### config.mk
export PLATFORM = sky130hd
export DESIGN_NAME = sgp_regs
export DESIGN_NICKNAME = d
export VERILOG_FILES = /design/src/sgp_pkg.sv /design/src/sgp_sleep_if.sv /design/src/sgp_sleep_timer.sv /design/src/sgp_regs.sv
export SDC_FILE = /design/constraint.sdc
export NUM_CORES = 1
export LEC_CHECK = 0
export BUFFER_PORTS_ARGS = -buffer_cell sky130_fd_sc_hd__clkbuf_2
export CAP_MARGIN = 20
export CORE_MARGIN = 2
export CORE_UTILIZATION = 30
export CTS_BUF_LIST = sky130_fd_sc_hd__clkbuf_8
export CTS_CLUSTER_DIAMETER = 150
export DETAILED_ROUTE_END_ITERATION = 8
export HOLD_SLACK_MARGIN = 0.08
export SLEW_MARGIN = 20
export SYNTH_ARGS = -nofsm -noshare
export SYNTH_HDL_FRONTEND = slang
export SYNTH_SLANG_ARGS = --single-unit
### constraint.sdc
create_clock -name clk_sys -period 2.9 [get_ports clk_sys]
set_clock_uncertainty 0.1 [all_clocks]
set_input_delay 0.29 -clock clk_sys [delete_from_list [all_inputs] [get_ports clk_sys]]
set_output_delay 0.29 -clock clk_sys [all_outputs]
set_load 0.05 [all_outputs]
### src/sgp_pkg.sv
// package: register map, field layout, reset values and timing of the global control bank
package sgp_pkg;

   // -------------------------------------------------------------------------
   // register indices (byte address is four times the index)
   // -------------------------------------------------------------------------
   localparam logic [5:0] IDX_CLOCK_OUTPUT_CONTROL = 6'h0B;
   localparam logic [5:0] IDX_MISC_PORT_CONTROL    = 6'h0C;
   localparam logic [5:0] IDX_FACTORY_TEST_REG     = 6'h0D;
   localparam logic [5:0] IDX_POWER_MODE_CONTROL   = 6'h0E;
   localparam logic [5:0] IDX_SLEEP_DELAY_CONTROL  = 6'h0F;

   // -------------------------------------------------------------------------
   // field positions
   // -------------------------------------------------------------------------
   localparam int POS_REF_CLOCK_EN    = 1;
   localparam int POS_SPI_READ_EDGE   = 0;
   localparam int POS_TAIL_TAG_EN     = 1;
   localparam int POS_PASS_PAUSE      = 0;
   localparam int POS_PLL_PD_EN       = 5;
   localparam int POS_PWR_MODE_LO     = 3;
   localparam int POS_PWR_MODE_HI     = 4;

   // -------------------------------------------------------------------------
   // reset and fixed values
   // -------------------------------------------------------------------------
   localparam logic [7:0] MISC_FIXED_BITS     = 8'h44;
   localparam logic [7:0] FACTORY_TEST_VALUE  = 8'h00;
   localparam logic [7:0] SLEEP_DELAY_RESET   = 8'h50;
   localparam logic       SPI_READ_EDGE_RESET = 1'h0;
   localparam logic       TAIL_TAG_RESET      = 1'h0;
   localparam logic       PASS_PAUSE_RESET    = 1'h0;
   localparam logic       PLL_PD_RESET        = 1'h0;
   localparam logic       REF_CLOCK_EN_RESET  = 1'h0;
   localparam logic [1:0] STRAP_SETTLE_CYCLES = 2'h2;

   // -------------------------------------------------------------------------
   // power management modes
   // -------------------------------------------------------------------------
   typedef enum logic [1:0] {
      normal_power_state    = 2'h0,
      energy_detect_state   = 2'h1,
      soft_power_down_state = 2'h2,
      reserved_power_state  = 2'h3
   } sgp_pwr_mode_t;

   // -------------------------------------------------------------------------
   // bus answers
   // -------------------------------------------------------------------------
   localparam logic [1:0] RESP_OKAY   = 2'h0;
   localparam logic [1:0] RESP_SLVERR = 2'h2;

   // -------------------------------------------------------------------------
   // timing
   // -------------------------------------------------------------------------
   localparam int CLK_MHZ            = 100;
   localparam int REF_CLOCK_MHZ      = 25;
   localparam int REF_HALF_CYCLES    = CLK_MHZ / (2 * REF_CLOCK_MHZ);
   localparam int SLEEP_UNIT_MS      = 20;
   localparam int SLEEP_UNIT_CYCLES  = SLEEP_UNIT_MS * 1000 * CLK_MHZ;

endpackage : sgp_pkg

### src/sgp_sleep_if.sv
// interface: sleep-timer hand-off between the register bank and the no-energy timer
`timescale 1ns/1ps
interface sgp_sleep_if;
   logic       enable;
   logic       noEnergy;
   logic [7:0] sleepDelay;
   logic       asleep;

   modport ctrl  (output enable, output noEnergy, output sleepDelay, input asleep);
   modport timer (input enable, input noEnergy, input sleepDelay, output asleep);
endinterface : sgp_sleep_if

### src/sgp_sleep_timer.sv
// module: counts uninterrupted no-energy time in sleep units and flags entry to low power
`timescale 1ns/1ps
module sgp_sleep_timer #(
   parameter int UNIT_CYCLES = sgp_pkg::SLEEP_UNIT_CYCLES
) (
   // clock and reset
   input  wire logic clk_sys,
   input  wire logic rst_n,
   // link to register bank
   sgp_sleep_if.timer sleepLink
);
   import sgp_pkg::*;

   // -------------------------------------------------------------------------
   // counters
   // -------------------------------------------------------------------------
   logic [31:0] tickCount;
   logic [7:0]  unitCount;
   logic        asleep;

   wire counting = sleepLink.enable && sleepLink.noEnergy;
   wire unitDone = (tickCount == 32'(UNIT_CYCLES - 1));
   wire reached  = (unitCount >= sleepLink.sleepDelay);

   always_ff @(posedge clk_sys or negedge rst_n) begin
      if (!rst_n) begin
         tickCount <= 32'h0;
         unitCount <= 8'h0;
         asleep    <= 1'b0;
      end else if (!counting) begin
         tickCount <= 32'h0;
         unitCount <= 8'h0;
         asleep    <= 1'b0;
      end else begin
         tickCount <= unitDone ? 32'h0 : tickCount + 32'h1;
         if (unitDone && !reached) begin
            unitCount <= unitCount + 8'h1;
         end
         asleep <= reached;
      end
   end

   assign sleepLink.asleep = asleep;

endmodule : sgp_sleep_timer

### src/sgp_regs.sv
// module: global control and power-management register bank on an AXI4-Lite slave
//
// Function
// - enable bit set drives continuous 25 MHz clock on output pin, else none.
// - enable bit resets to strap pin level latched at reset; pulled up enables.
// - read edge bit: 1 rising edge for fast clocks, 0 falling edge default.
// - tail-tag bit 1 inserts one byte before FCS on port 4 only.
// - pass-pause bit 1 forwards 802.3x frames; 0 default filters them.
// - PLL power-down bit 1 stops PLL only in energy-detect mode.
// - mode field 00 normal, 01 energy detect, 10 soft power-down, 11 reserved.
// - mode field is writable and cleared to 00 by a software read.
// - sleep-delay field resets to 0x50, eighty units, 1.6 seconds.
//
// Our own choice: the AXI4-Lite interface to the registers.
`timescale 1ns/1ps
module sgp_regs #(
   parameter int ADDR_W      = 8,
   parameter int UNIT_CYCLES = sgp_pkg::SLEEP_UNIT_CYCLES
) (
   // clock and reset
   input  wire logic                 clk_sys,
   input  wire logic                 rst_n,
   // axi4-lite write address
   input  wire logic                 s_axi_awvalid,
   output logic                      s_axi_awready,
   input  wire logic [ADDR_W-1:0]    s_axi_awaddr,
   input  wire logic [2:0]           s_axi_awprot,
   // axi4-lite write data
   input  wire logic                 s_axi_wvalid,
   output logic                      s_axi_wready,
   input  wire logic [31:0]          s_axi_wdata,
   input  wire logic [3:0]           s_axi_wstrb,
   // axi4-lite write response
   output logic                      s_axi_bvalid,
   input  wire logic                 s_axi_bready,
   output logic [1:0]                s_axi_bresp,
   // axi4-lite read address
   input  wire logic                 s_axi_arvalid,
   output logic                      s_axi_arready,
   input  wire logic [ADDR_W-1:0]    s_axi_araddr,
   input  wire logic [2:0]           s_axi_arprot,
   // axi4-lite read data
   output logic                      s_axi_rvalid,
   input  wire logic                 s_axi_rready,
   output logic [31:0]               s_axi_rdata,
   output logic [1:0]                s_axi_rresp,
   // pins and neighbouring logic
   input  wire logic                 clockOutStrapPin,
   input  wire logic                 noEnergyDetected,
   output logic                      refClockOut,
   // control outputs
   output logic                      spiReadRisingEdge,
   output logic                      tailTagEnable,
   output logic                      passPauseFrames,
   output logic                      pllPowerDown,
   output sgp_pkg::sgp_pwr_mode_t    powerMode,
   output logic                      energyDetectPowerDown,
   output logic                      softPowerDown
);
   import sgp_pkg::*;

   // -------------------------------------------------------------------------
   // storage
   // -------------------------------------------------------------------------
   logic            refClockEn;
   logic            spiReadEdge;
   logic            tailTagEn;
   logic            passPause;
   logic            pllPdEn;
   sgp_pwr_mode_t   pwrMode;
   logic [7:0]      sleepDelay;

   // -------------------------------------------------------------------------
   // input synchronisers
   // -------------------------------------------------------------------------
   logic strapMeta;
   logic strapSync;
   logic noEnergyMeta;
   logic noEnergySync;
   logic [1:0] strapCount;
   logic       strapDone;

   always_ff @(posedge clk_sys or negedge rst_n) begin
      if (!rst_n) begin
         strapMeta    <= 1'b0;
         strapSync    <= 1'b0;
         noEnergyMeta <= 1'b0;
         noEnergySync <= 1'b0;
      end else begin
         strapMeta    <= clockOutStrapPin;
         strapSync    <= strapMeta;
         noEnergyMeta <= noEnergyDetected;
         noEnergySync <= noEnergyMeta;
      end
   end

   // strap is caught once, after the synchroniser has filled
   wire strapLoad = !strapDone && (strapCount == STRAP_SETTLE_CYCLES);

   always_ff @(posedge clk_sys or negedge rst_n) begin
      if (!rst_n) begin
         strapCount <= 2'h0;
         strapDone  <= 1'b0;
      end else if (!strapDone) begin
         strapCount <= strapCount + 2'h1;
         strapDone  <= strapLoad;
      end
   end

   // -------------------------------------------------------------------------
   // write channel
   // -------------------------------------------------------------------------
   logic              awHeld;
   logic              wHeld;
   logic [ADDR_W-1:0] awAddr;
   logic [7:0]        wByte;
   logic              wLane;
   logic              bValid;
   logic [1:0]        bResp;

   wire awTake  = s_axi_awvalid && s_axi_awready;
   wire wTake   = s_axi_wvalid && s_axi_wready;
   wire doWrite = awHeld && wHeld && !bValid;

   wire [5:0] wIdx     = awAddr[7:2];
   wire       wMapped  = (wIdx >= IDX_CLOCK_OUTPUT_CONTROL) && (wIdx <= IDX_SLEEP_DELAY_CONTROL);
   wire       wrEnable = doWrite && wMapped && wLane;
   wire       wrClock  = wrEnable && (wIdx == IDX_CLOCK_OUTPUT_CONTROL);
   wire       wrMisc   = wrEnable && (wIdx == IDX_MISC_PORT_CONTROL);
   wire       wrPower  = wrEnable && (wIdx == IDX_POWER_MODE_CONTROL);
   wire       wrSleep  = wrEnable && (wIdx == IDX_SLEEP_DELAY_CONTROL);

   assign s_axi_awready = !awHeld && !bValid;
   assign s_axi_wready  = !wHeld && !bValid;
   assign s_axi_bvalid  = bValid;
   assign s_axi_bresp   = bResp;

   always_ff @(posedge clk_sys or negedge rst_n) begin
      if (!rst_n) begin
         awHeld <= 1'b0;
         awAddr <= '0;
      end else if (awTake) begin
         awHeld <= 1'b1;
         awAddr <= s_axi_awaddr;
      end else if (doWrite) begin
         awHeld <= 1'b0;
      end
   end

   always_ff @(posedge clk_sys or negedge rst_n) begin
      if (!rst_n) begin
         wHeld <= 1'b0;
         wByte <= 8'h0;
         wLane <= 1'b0;
      end else if (wTake) begin
         wHeld <= 1'b1;
         wByte <= s_axi_wdata[7:0];
         wLane <= s_axi_wstrb[0];
      end else if (doWrite) begin
         wHeld <= 1'b0;
      end
   end

   always_ff @(posedge clk_sys or negedge rst_n) begin
      if (!rst_n) begin
         bValid <= 1'b0;
         bResp  <= RESP_OKAY;
      end else if (doWrite) begin
         bValid <= 1'b1;
         bResp  <= wMapped ? RESP_OKAY : RESP_SLVERR;
      end else if (s_axi_bready) begin
         bValid <= 1'b0;
      end
   end

   // -------------------------------------------------------------------------
   // read channel
   // -------------------------------------------------------------------------
   logic        rValid;
   logic [31:0] rData;
   logic [1:0]  rResp;

   wire       arTake  = s_axi_arvalid && s_axi_arready;
   wire [5:0] rIdx    = s_axi_araddr[7:2];
   wire       rMapped = (rIdx >= IDX_CLOCK_OUTPUT_CONTROL) && (rIdx <= IDX_SLEEP_DELAY_CONTROL);
   wire       rdPower = arTake && (rIdx == IDX_POWER_MODE_CONTROL);

   // fixed bits come from constants only, so writes cannot touch them
   wire [7:0] clockReg = {6'h00, refClockEn, spiReadEdge};
   wire [7:0] miscReg  = MISC_FIXED_BITS | {6'h00, tailTagEn, passPause};
   wire [7:0] powerReg = {2'h0, pllPdEn, pwrMode, 3'h0};
   wire [7:0] readByte =
      (rIdx == IDX_CLOCK_OUTPUT_CONTROL) ? clockReg :
      (rIdx == IDX_MISC_PORT_CONTROL)    ? miscReg :
      (rIdx == IDX_FACTORY_TEST_REG)     ? FACTORY_TEST_VALUE :
      (rIdx == IDX_POWER_MODE_CONTROL)   ? powerReg :
      (rIdx == IDX_SLEEP_DELAY_CONTROL)  ? sleepDelay : 8'h00;

   assign s_axi_arready = !rValid;
   assign s_axi_rvalid  = rValid;
   assign s_axi_rdata   = rData;
   assign s_axi_rresp   = rResp;

   always_ff @(posedge clk_sys or negedge rst_n) begin
      if (!rst_n) begin
         rValid <= 1'b0;
         rData  <= 32'h0;
         rResp  <= RESP_OKAY;
      end else if (arTake) begin
         rValid <= 1'b1;
         rData  <= {24'h000000, readByte};
         rResp  <= rMapped ? RESP_OKAY : RESP_SLVERR;
      end else if (s_axi_rready) begin
         rValid <= 1'b0;
      end
   end

   // -------------------------------------------------------------------------
   // control registers
   // -------------------------------------------------------------------------
   always_ff @(posedge clk_sys or negedge rst_n) begin
      if (!rst_n) begin
         refClockEn  <= REF_CLOCK_EN_RESET;
         spiReadEdge <= SPI_READ_EDGE_RESET;
      end else begin
         if (strapLoad) begin
            refClockEn <= strapSync;
         end else if (wrClock) begin
            refClockEn <= wByte[POS_REF_CLOCK_EN];
         end
         if (wrClock) begin
            spiReadEdge <= wByte[POS_SPI_READ_EDGE];
         end
      end
   end

   always_ff @(posedge clk_sys or negedge rst_n) begin
      if (!rst_n) begin
         tailTagEn <= TAIL_TAG_RESET;
         passPause <= PASS_PAUSE_RESET;
      end else if (wrMisc) begin
         tailTagEn <= wByte[POS_TAIL_TAG_EN];
         passPause <= wByte[POS_PASS_PAUSE];
      end
   end

   always_ff @(posedge clk_sys or negedge rst_n) begin
      if (!rst_n) begin
         pllPdEn <= PLL_PD_RESET;
         pwrMode <= normal_power_state;
      end else begin
         if (wrPower) begin
            pllPdEn <= wByte[POS_PLL_PD_EN];
         end
         // a write in the same cycle as a clearing read wins
         if (wrPower) begin
            pwrMode <= sgp_pwr_mode_t'(wByte[POS_PWR_MODE_HI:POS_PWR_MODE_LO]);
         end else if (rdPower) begin
            pwrMode <= normal_power_state;
         end
      end
   end

   always_ff @(posedge clk_sys or negedge rst_n) begin
      if (!rst_n) begin
         sleepDelay <= SLEEP_DELAY_RESET;
      end else if (wrSleep) begin
         sleepDelay <= wByte;
      end
   end

   // -------------------------------------------------------------------------
   // reference clock divider
   // -------------------------------------------------------------------------
   logic [1:0] refCount;
   logic       refPhase;

   wire refHalfDone = (refCount == 2'(REF_HALF_CYCLES - 1));

   always_ff @(posedge clk_sys or negedge rst_n) begin
      if (!rst_n) begin
         refCount <= 2'h0;
         refPhase <= 1'b0;
      end else if (!refClockEn) begin
         refCount <= 2'h0;
         refPhase <= 1'b0;
      end else begin
         refCount <= refHalfDone ? 2'h0 : refCount + 2'h1;
         if (refHalfDone) begin
            refPhase <= !refPhase;
         end
      end
   end

   assign refClockOut = refPhase;

   // -------------------------------------------------------------------------
   // power management
   // -------------------------------------------------------------------------
   sgp_sleep_if sleepLink ();

   assign sleepLink.enable     = (pwrMode == energy_detect_state);
   assign sleepLink.noEnergy   = noEnergySync;
   assign sleepLink.sleepDelay = sleepDelay;

   sgp_sleep_timer #(
      .UNIT_CYCLES (UNIT_CYCLES)
   ) u_sleep_timer (
      .clk_sys   (clk_sys),
      .rst_n     (rst_n),
      .sleepLink (sleepLink.timer)
   );

   logic edpdState;
   logic pllDown;
   logic softDown;

   always_ff @(posedge clk_sys or negedge rst_n) begin
      if (!rst_n) begin
         edpdState <= 1'b0;
         pllDown   <= 1'b0;
         softDown  <= 1'b0;
      end else begin
         edpdState <= sleepLink.asleep;
         pllDown   <= pllPdEn && (pwrMode == energy_detect_state);
         softDown  <= (pwrMode == soft_power_down_state);
      end
   end

   // -------------------------------------------------------------------------
   // control outputs
   // -------------------------------------------------------------------------
   assign spiReadRisingEdge     = spiReadEdge;
   assign tailTagEnable         = tailTagEn;
   assign passPauseFrames       = passPause;
   assign pllPowerDown          = pllDown;
   assign powerMode             = pwrMode;
   assign energyDetectPowerDown = edpdState;
   assign softPowerDown         = softDown;

   // protection bits are accepted and not used
   wire unusedProt = ^{s_axi_awprot, s_axi_arprot, awAddr[1:0]};

endmodule : sgp_regs

# After elaboration in Yosys (flattened, before gate mapping)

Cells that the tools add are included.

Bits of input ports: 67
Register bits after elaboration: 102
Output and inout bits: 50

$lt $le $gt $ge: 5
Reduce and logical (&&, ||, !) cells: 33
Multiplexer cells: 28
Add/sub/neg operators: 4
Equal/unequal tests: 16

Operator list:

| operator                | number |
|---|---|
| $mux W32                | 2 |
| $mux W8                 | 7 |
| $eq A6 B4 Y1 const B    | 9 |
| $add A32 B1 Y32 const B | 1 |
| $eq A32 B21 Y1 const B  | 1 |
| $logic_and A1 B1 Y1     | 20 |
| $mux W1                 | 13 |
| $ge A6 B4 Y1 const B    | 2 |
| $le A6 B4 Y1 const B    | 2 |
| $mux W2                 | 6 |
| $reduce_bool A2 Y1      | 6 |
| $add A8 B1 Y8 const B   | 1 |
| $ge A8 B8 Y1            | 1 |
| $logic_not A1 Y1        | 7 |
| $add A2 B1 Y2 const B   | 2 |
| $eq A2 B1 Y1 const B    | 2 |
| $eq A2 B2 Y1 const B    | 2 |
| $ne A2 B1 Y1 const B    | 1 |
| $ne A2 B2 Y1 const B    | 1 |

# Logic depth before layout (Yosys ltp)

Depth in word-level cells: 7
Depth in mapped cells: 8
Mapped depth without buffers: 7

# By module

From an unflattened synthesis, not the netlist that was laid out.

Cells, all modules: 451
Area, all modules: 4883.4 µm²

By module, submodules not included:

| module          | cells an instance | area each (µm²) | seq. area each (µm²) | times used |
|---|---|---|---|---|
| sgp_regs        | 205               | 2588.7          | 1428.9               | 1 |
| sgp_sleep_timer | 246               | 2294.7          | 1026.0               | 1 |

# Least setup slack after synthesis

OpenSTA, ideal clock, no wires.

Kind: flip-flop to flip-flop
Start point: register bValid (netlist: s_axi_bvalid)
End point: register wByte[0]
Setup slack: 0.439 ns
Arrival: 2.236 ns
Setup time: 0.125 ns
Period minus slack after synthesis: 2.461 ns
Cell stages (with the launch flop): 5
Data required time: 2.675 ns
Cells stage by stage: dfrtp_1 -> nor2_1 -> and2_1 -> clkbuf_1 -> mux2_2

Cells in the longest elaborated chain, start to end: 3

RTL lines:

| what                   | RTL line        | text |
|---|---|---|
| from (decl)            | sgp_regs.sv:118 | `logic bValid;` |
| from (signal assigned) | sgp_regs.sv:166 | `bValid <= 1'b0;` |
| from (signal assigned) | sgp_regs.sv:169 | `bValid <= 1'b1;` |
| from (signal assigned) | sgp_regs.sv:172 | `bValid <= 1'b0;` |
| $logic_not A1 Y1       | sgp_regs.sv:134 | `assign s_axi_wready = !wHeld && !bValid;` |
| $logic_and A1 B1 Y1    | sgp_regs.sv:134 |  |
| named net s_axi_wready | sgp_regs.sv:30  | `output logic s_axi_wready,` |
| $logic_and A1 B1 Y1    | sgp_regs.sv:122 | `wire wTake = s_axi_wvalid && s_axi_wready;` |
| to (signal assigned)   | sgp_regs.sv:157 | `wByte <= s_axi_wdata[7:0];` |
| to (decl)              | sgp_regs.sv:116 | `logic [7:0] wByte;` |

The timed path passes the listed nets, and every way through them passes these cells.
A chain may end at the register's enable or synchronous reset.

# Worst setup path in the final report

Start point: register u_sleep_timer.unitCount[0]
End point: register u_sleep_timer.unitCount[7]

Cells in the longest elaborated chain, start to end: 4

RTL lines:

| what                          | RTL line              | text |
|---|---|---|
| from (decl)                   | sgp_sleep_timer.sv:18 | `logic [7:0] unitCount;` |
| from (signal assigned)        | sgp_sleep_timer.sv:37 | `unitCount <= unitCount + 8'h1;` |
| $ge A8 B8 Y1                  | sgp_sleep_timer.sv:23 | `wire reached = (unitCount >= sleepLink.sleepDelay);` |
| $logic_not A1 Y1              | sgp_sleep_timer.sv:36 | `if (unitDone && !reached) begin` |
| $logic_and A1 B1 Y1           | sgp_sleep_timer.sv:36 |  |
| $ne A2 B2 Y1 (no source line) | n/a                   |  |

Several ways; a longest one is shown, not always the timed one. The select of a mux whose other input is x is not followed.

==> flow_metrics.py <==
metrics = {
    "status": {
        "outcome": "completed",
    },
    "clocking": {
        "path_clk_slew_ns": 0.10,
        "cts_resized": 0,
        "cts_buffer_depth": 2,
        "htreeDepth": 3,
        "cts_root_buffer": "clkbuf_8",
        "clk_latency_ns": 0.39,
        "cts_sinks": 98,
        "cts_buffers": 9,
        "cts_tree": "yes",
    },
    "drt": {
        "vias": 3522,
        "dr.pass1.iters": 4,
        "drt_iter0_drc": 124,
        "avgViaCountPerCell": 4.665,
        "ant_nets": 0,
        "routed_wl_mm": 9.569,
        "drc": 0,
        "drt-wirelength-per-cell_um": 12.67,
    },
    "floorplanning": {
        "dieArea_mm2": 0.01672,
        "die_h_um": 129.3,
        "rows": 45,
        "start_util_pct": 30.87,
        "ios": 117,
        "coreArea_mm2": 0.01526,
        "die_width_um": 129.3,
    },
    "yosys": {
        "synth.most_common_cell": "dfrtp_1",
        "synth_top_area_cell": "dfrtp_1",
        "synth.yosys.seq_area_share_pct": 52.13,
        "synth_flop_cell": "dfrtp_1",
        "syn_area_mm2": 0.004710,
        "yosys_warnings": 0,
        "synthDistinctLibCells": 51,
        "synth_area_per_cell_um2": 10.31,
        "ys_ff_latch": 98,
        "ys_top_cells_by_area": "dfrtp_1 (51%), mux2_2 (4.8%), buf_4 (4.1%)",
        "synthTopCellsByCount": "dfrtp_1 (96), nand2_1 (40), nor2_1 (38)",
        "netlist_instances": 457,
        "postSynth.asyncResetShare_pct": 100.0,
        "synth_top_area_share_pct": 51.01,
        "synth-edff-count": 0,
    },
    "pwr": {
        "clockPowerShare_pct": 23.0,
        "power_w": 0.003814,
        "p_leak_nw": 2.385,
        "seqPwrFrac_pct": 47.1,
        "swShare_pct": 38.76,
        "p_int_w": 0.002336,
        "power_density_mw_per_mm2": 684.5,
        "vdd_drop_max_uv": 245.6,
        "combPwrFrac_pct": 29.8,
        "power.switching_w": 0.001478,
    },
    "global_routing": {
        "gr-total-overflow": 0,
        "antenna_found_initial": 0,
        "grt_pass1_wl_mm": 16.36,
        "grt_pass1_vias": 3486,
        "grt_start_max_net_pins": 52,
        "grt_usage_pct": 12.26,
    },
    "finish": {
        "fill_cells": 1517,
        "fin_util_pct": 36.52,
        "final_cells": 755,
        "drive_gt1_share_pct": 20.04,
        "areaGrowthSynthToFinish_pct": 18.30,
        "final_nets": 617,
        "diodes": 0,
    },
    "sta": {
        "setup_tns_ns": 0,
        "tightest_slew_ns": 0.6482,
        "rsz0062_at_grt": "no",
        "setup_violations": 0,
        "fmax_mhz": 400.1,
        "drv_slew": 0,
        "hold_violations": 0,
        "finalCritPeriodShare_pct": 86.19,
        "slew_headroom_pct": 56.79,
        "setup_ws_ns": 0.4006,
        "fin_crit_ns": 2.499,
    },
    "hold_path": {
        "hold_end": "s_axi_rdata[2]",
        "hp-class": "in -> reg",
        "hold_depth": 3,
        "hp-start": "s_axi_araddr[5]",
    },
    "placed_design": {
        "gp_congestion": 0.8082,
        "io_buffers": 53,
        "dp_hpwl_mm": 6.668,
        "place_ws_ns": 0.4275,
        "placed_cells": 718,
    },
    "setup_path": {
        "timing_worst_setup_path_type": "reg -> reg",
        "crit_cells": 7,
        "critPathTopFamily": "compound AO/OA/AOI/OAI gates",
        "slowest_stage": "or4_1",
        "endpoint_kind": "flip-flop",
        "critical_path_buf_inv_count": 1,
        "r2r_end": "u_sleep_timer.unitCount[7]",
        "worstRegToRegCells": 7,
        "cpPeakStageDelay_ns": 0.48,
        "cp.required_ns": 3.11,
        "cp_cell_sequence": "inv_1, ha_1, nand2b_1, a2111o_1, a31o_2, or4_1, a21oi_1",
        "cp_max_fo": 12,
        "r2r-start": "u_sleep_timer.unitCount[0]",
        "arrival_ns": 2.70,
        "rrSetupSlack_ns": 0.40,
        "start_kind": "flip-flop",
    },
    "flow_run": {
        "drv_cap": 0,
    },
}
[cells in the final DEF, fill, tap and decap left out, drive strengths merged, types with 13 or more instances in the layout]
cell	count
xor2	15
inv	18
a21oi	25
clkbuf	62
dfrtp	96
mux2	20
o21ai	31
nor2	38
dlygate4sd3	21
nand2	40
conb	26
nand3	25
nand4	13
[sequential cells by signal, indices dropped and copies added, names as in the netlist, 2 cells and up]
register                 flops
awAddr                       6
powerMode                    2
strapCount                   2
s_axi_rdata                  8
sleepDelay                   8
u_sleep_timer.tickCount     32
u_sleep_timer.unitCount      8
wByte                        8
refCount                     2
[worst reg2reg max path, cell delays in order, from the launching register on]
cell	delay [ns]
dfrtp_1	0.41
inv_1	0.10
ha_1	0.28
nand2b_1	0.15
a2111o_1	0.43
a31o_2	0.33
or4_1	0.48
a21oi_1	0.16
[area by class of cell]
class	instances	area (um^2)	share of cell area [%]
sequential	98	2455	44.06
multi-input combinational	333	2048	36.76
timing repair buffer	83	558.0	10.02
tap	211	264.0	4.738
clock buffer	10	137.6	2.470
clock inverter	6	56.30	1.011
inverter	14	52.55	0.9432
[kinds of logic after synthesis]
kind of cell	Yosys count	share of synthesized area (%)
adders and majority gates	11	2.922
buffers and inverters	51	6.376
other	1	0.07963
xor gates and xnor gates	22	4.092
and+or+nand+nor	173	19.37
DFF	98	52.13
muxes	24	5.632
AOI/OAI and AO/OA	77	9.405
[routing by layer]
layer	vias up	track usage, %	part of all wire, %
met5	-	0	0
met4	0	4.987	2.0
met3	14	3.055	3.8
met2	70	20.65	49
met1	1709	15.09	46
li1	1729	-	-
[per-stage QoR]
stage	hold slack [ns]	instance area, um^2
3_3_place_gp	0.2355	5167
4_1_cts	0.1497	5572
5_1_grt	0.1988	5572
3_5_place_dp	0.2387	5167
6_report	0.1698	5572
2_1_floorplan	-0.1056	4803
[worst max path at each step]
stage	startpoint	to	slack [ns]
finish	u_sleep_timer.unitCount[0]	u_sleep_timer.unitCount[7]	0.40
global route	u_sleep_timer.tickCount[29]	u_sleep_timer.unitCount[4]	0.29
CTS	u_sleep_timer.unitCount[0]	u_sleep_timer.unitCount[7]	0.41
detailed placement	u_sleep_timer.unitCount[0]	u_sleep_timer.unitCount[7]	0.43
global placement	u_sleep_timer.tickCount[26]	u_sleep_timer.unitCount[4]	0.49
floorplan	s_axi_bvalid	wByte[0]	0.44
[power groups by stage]
stage	clock, W	sequential [W]	combinational (W)
floorplan	0	0.00198	0.000692
global placement	0	0.00181	0.00110
detailed placement	0	0.00183	0.00113
CTS	0.000912	0.00180	0.00115
global route	0.000970	0.00184	0.00125
finish	0.000879	0.00180	0.00114
[repair_timing]
item,CTS,global route
hold buffers,21,0
hold endpoints to repair,69,0
buffers inserted,0,0
endpoints found under the setup margin,0,0
Note: power is estimated with default switching activity, not from simulation.
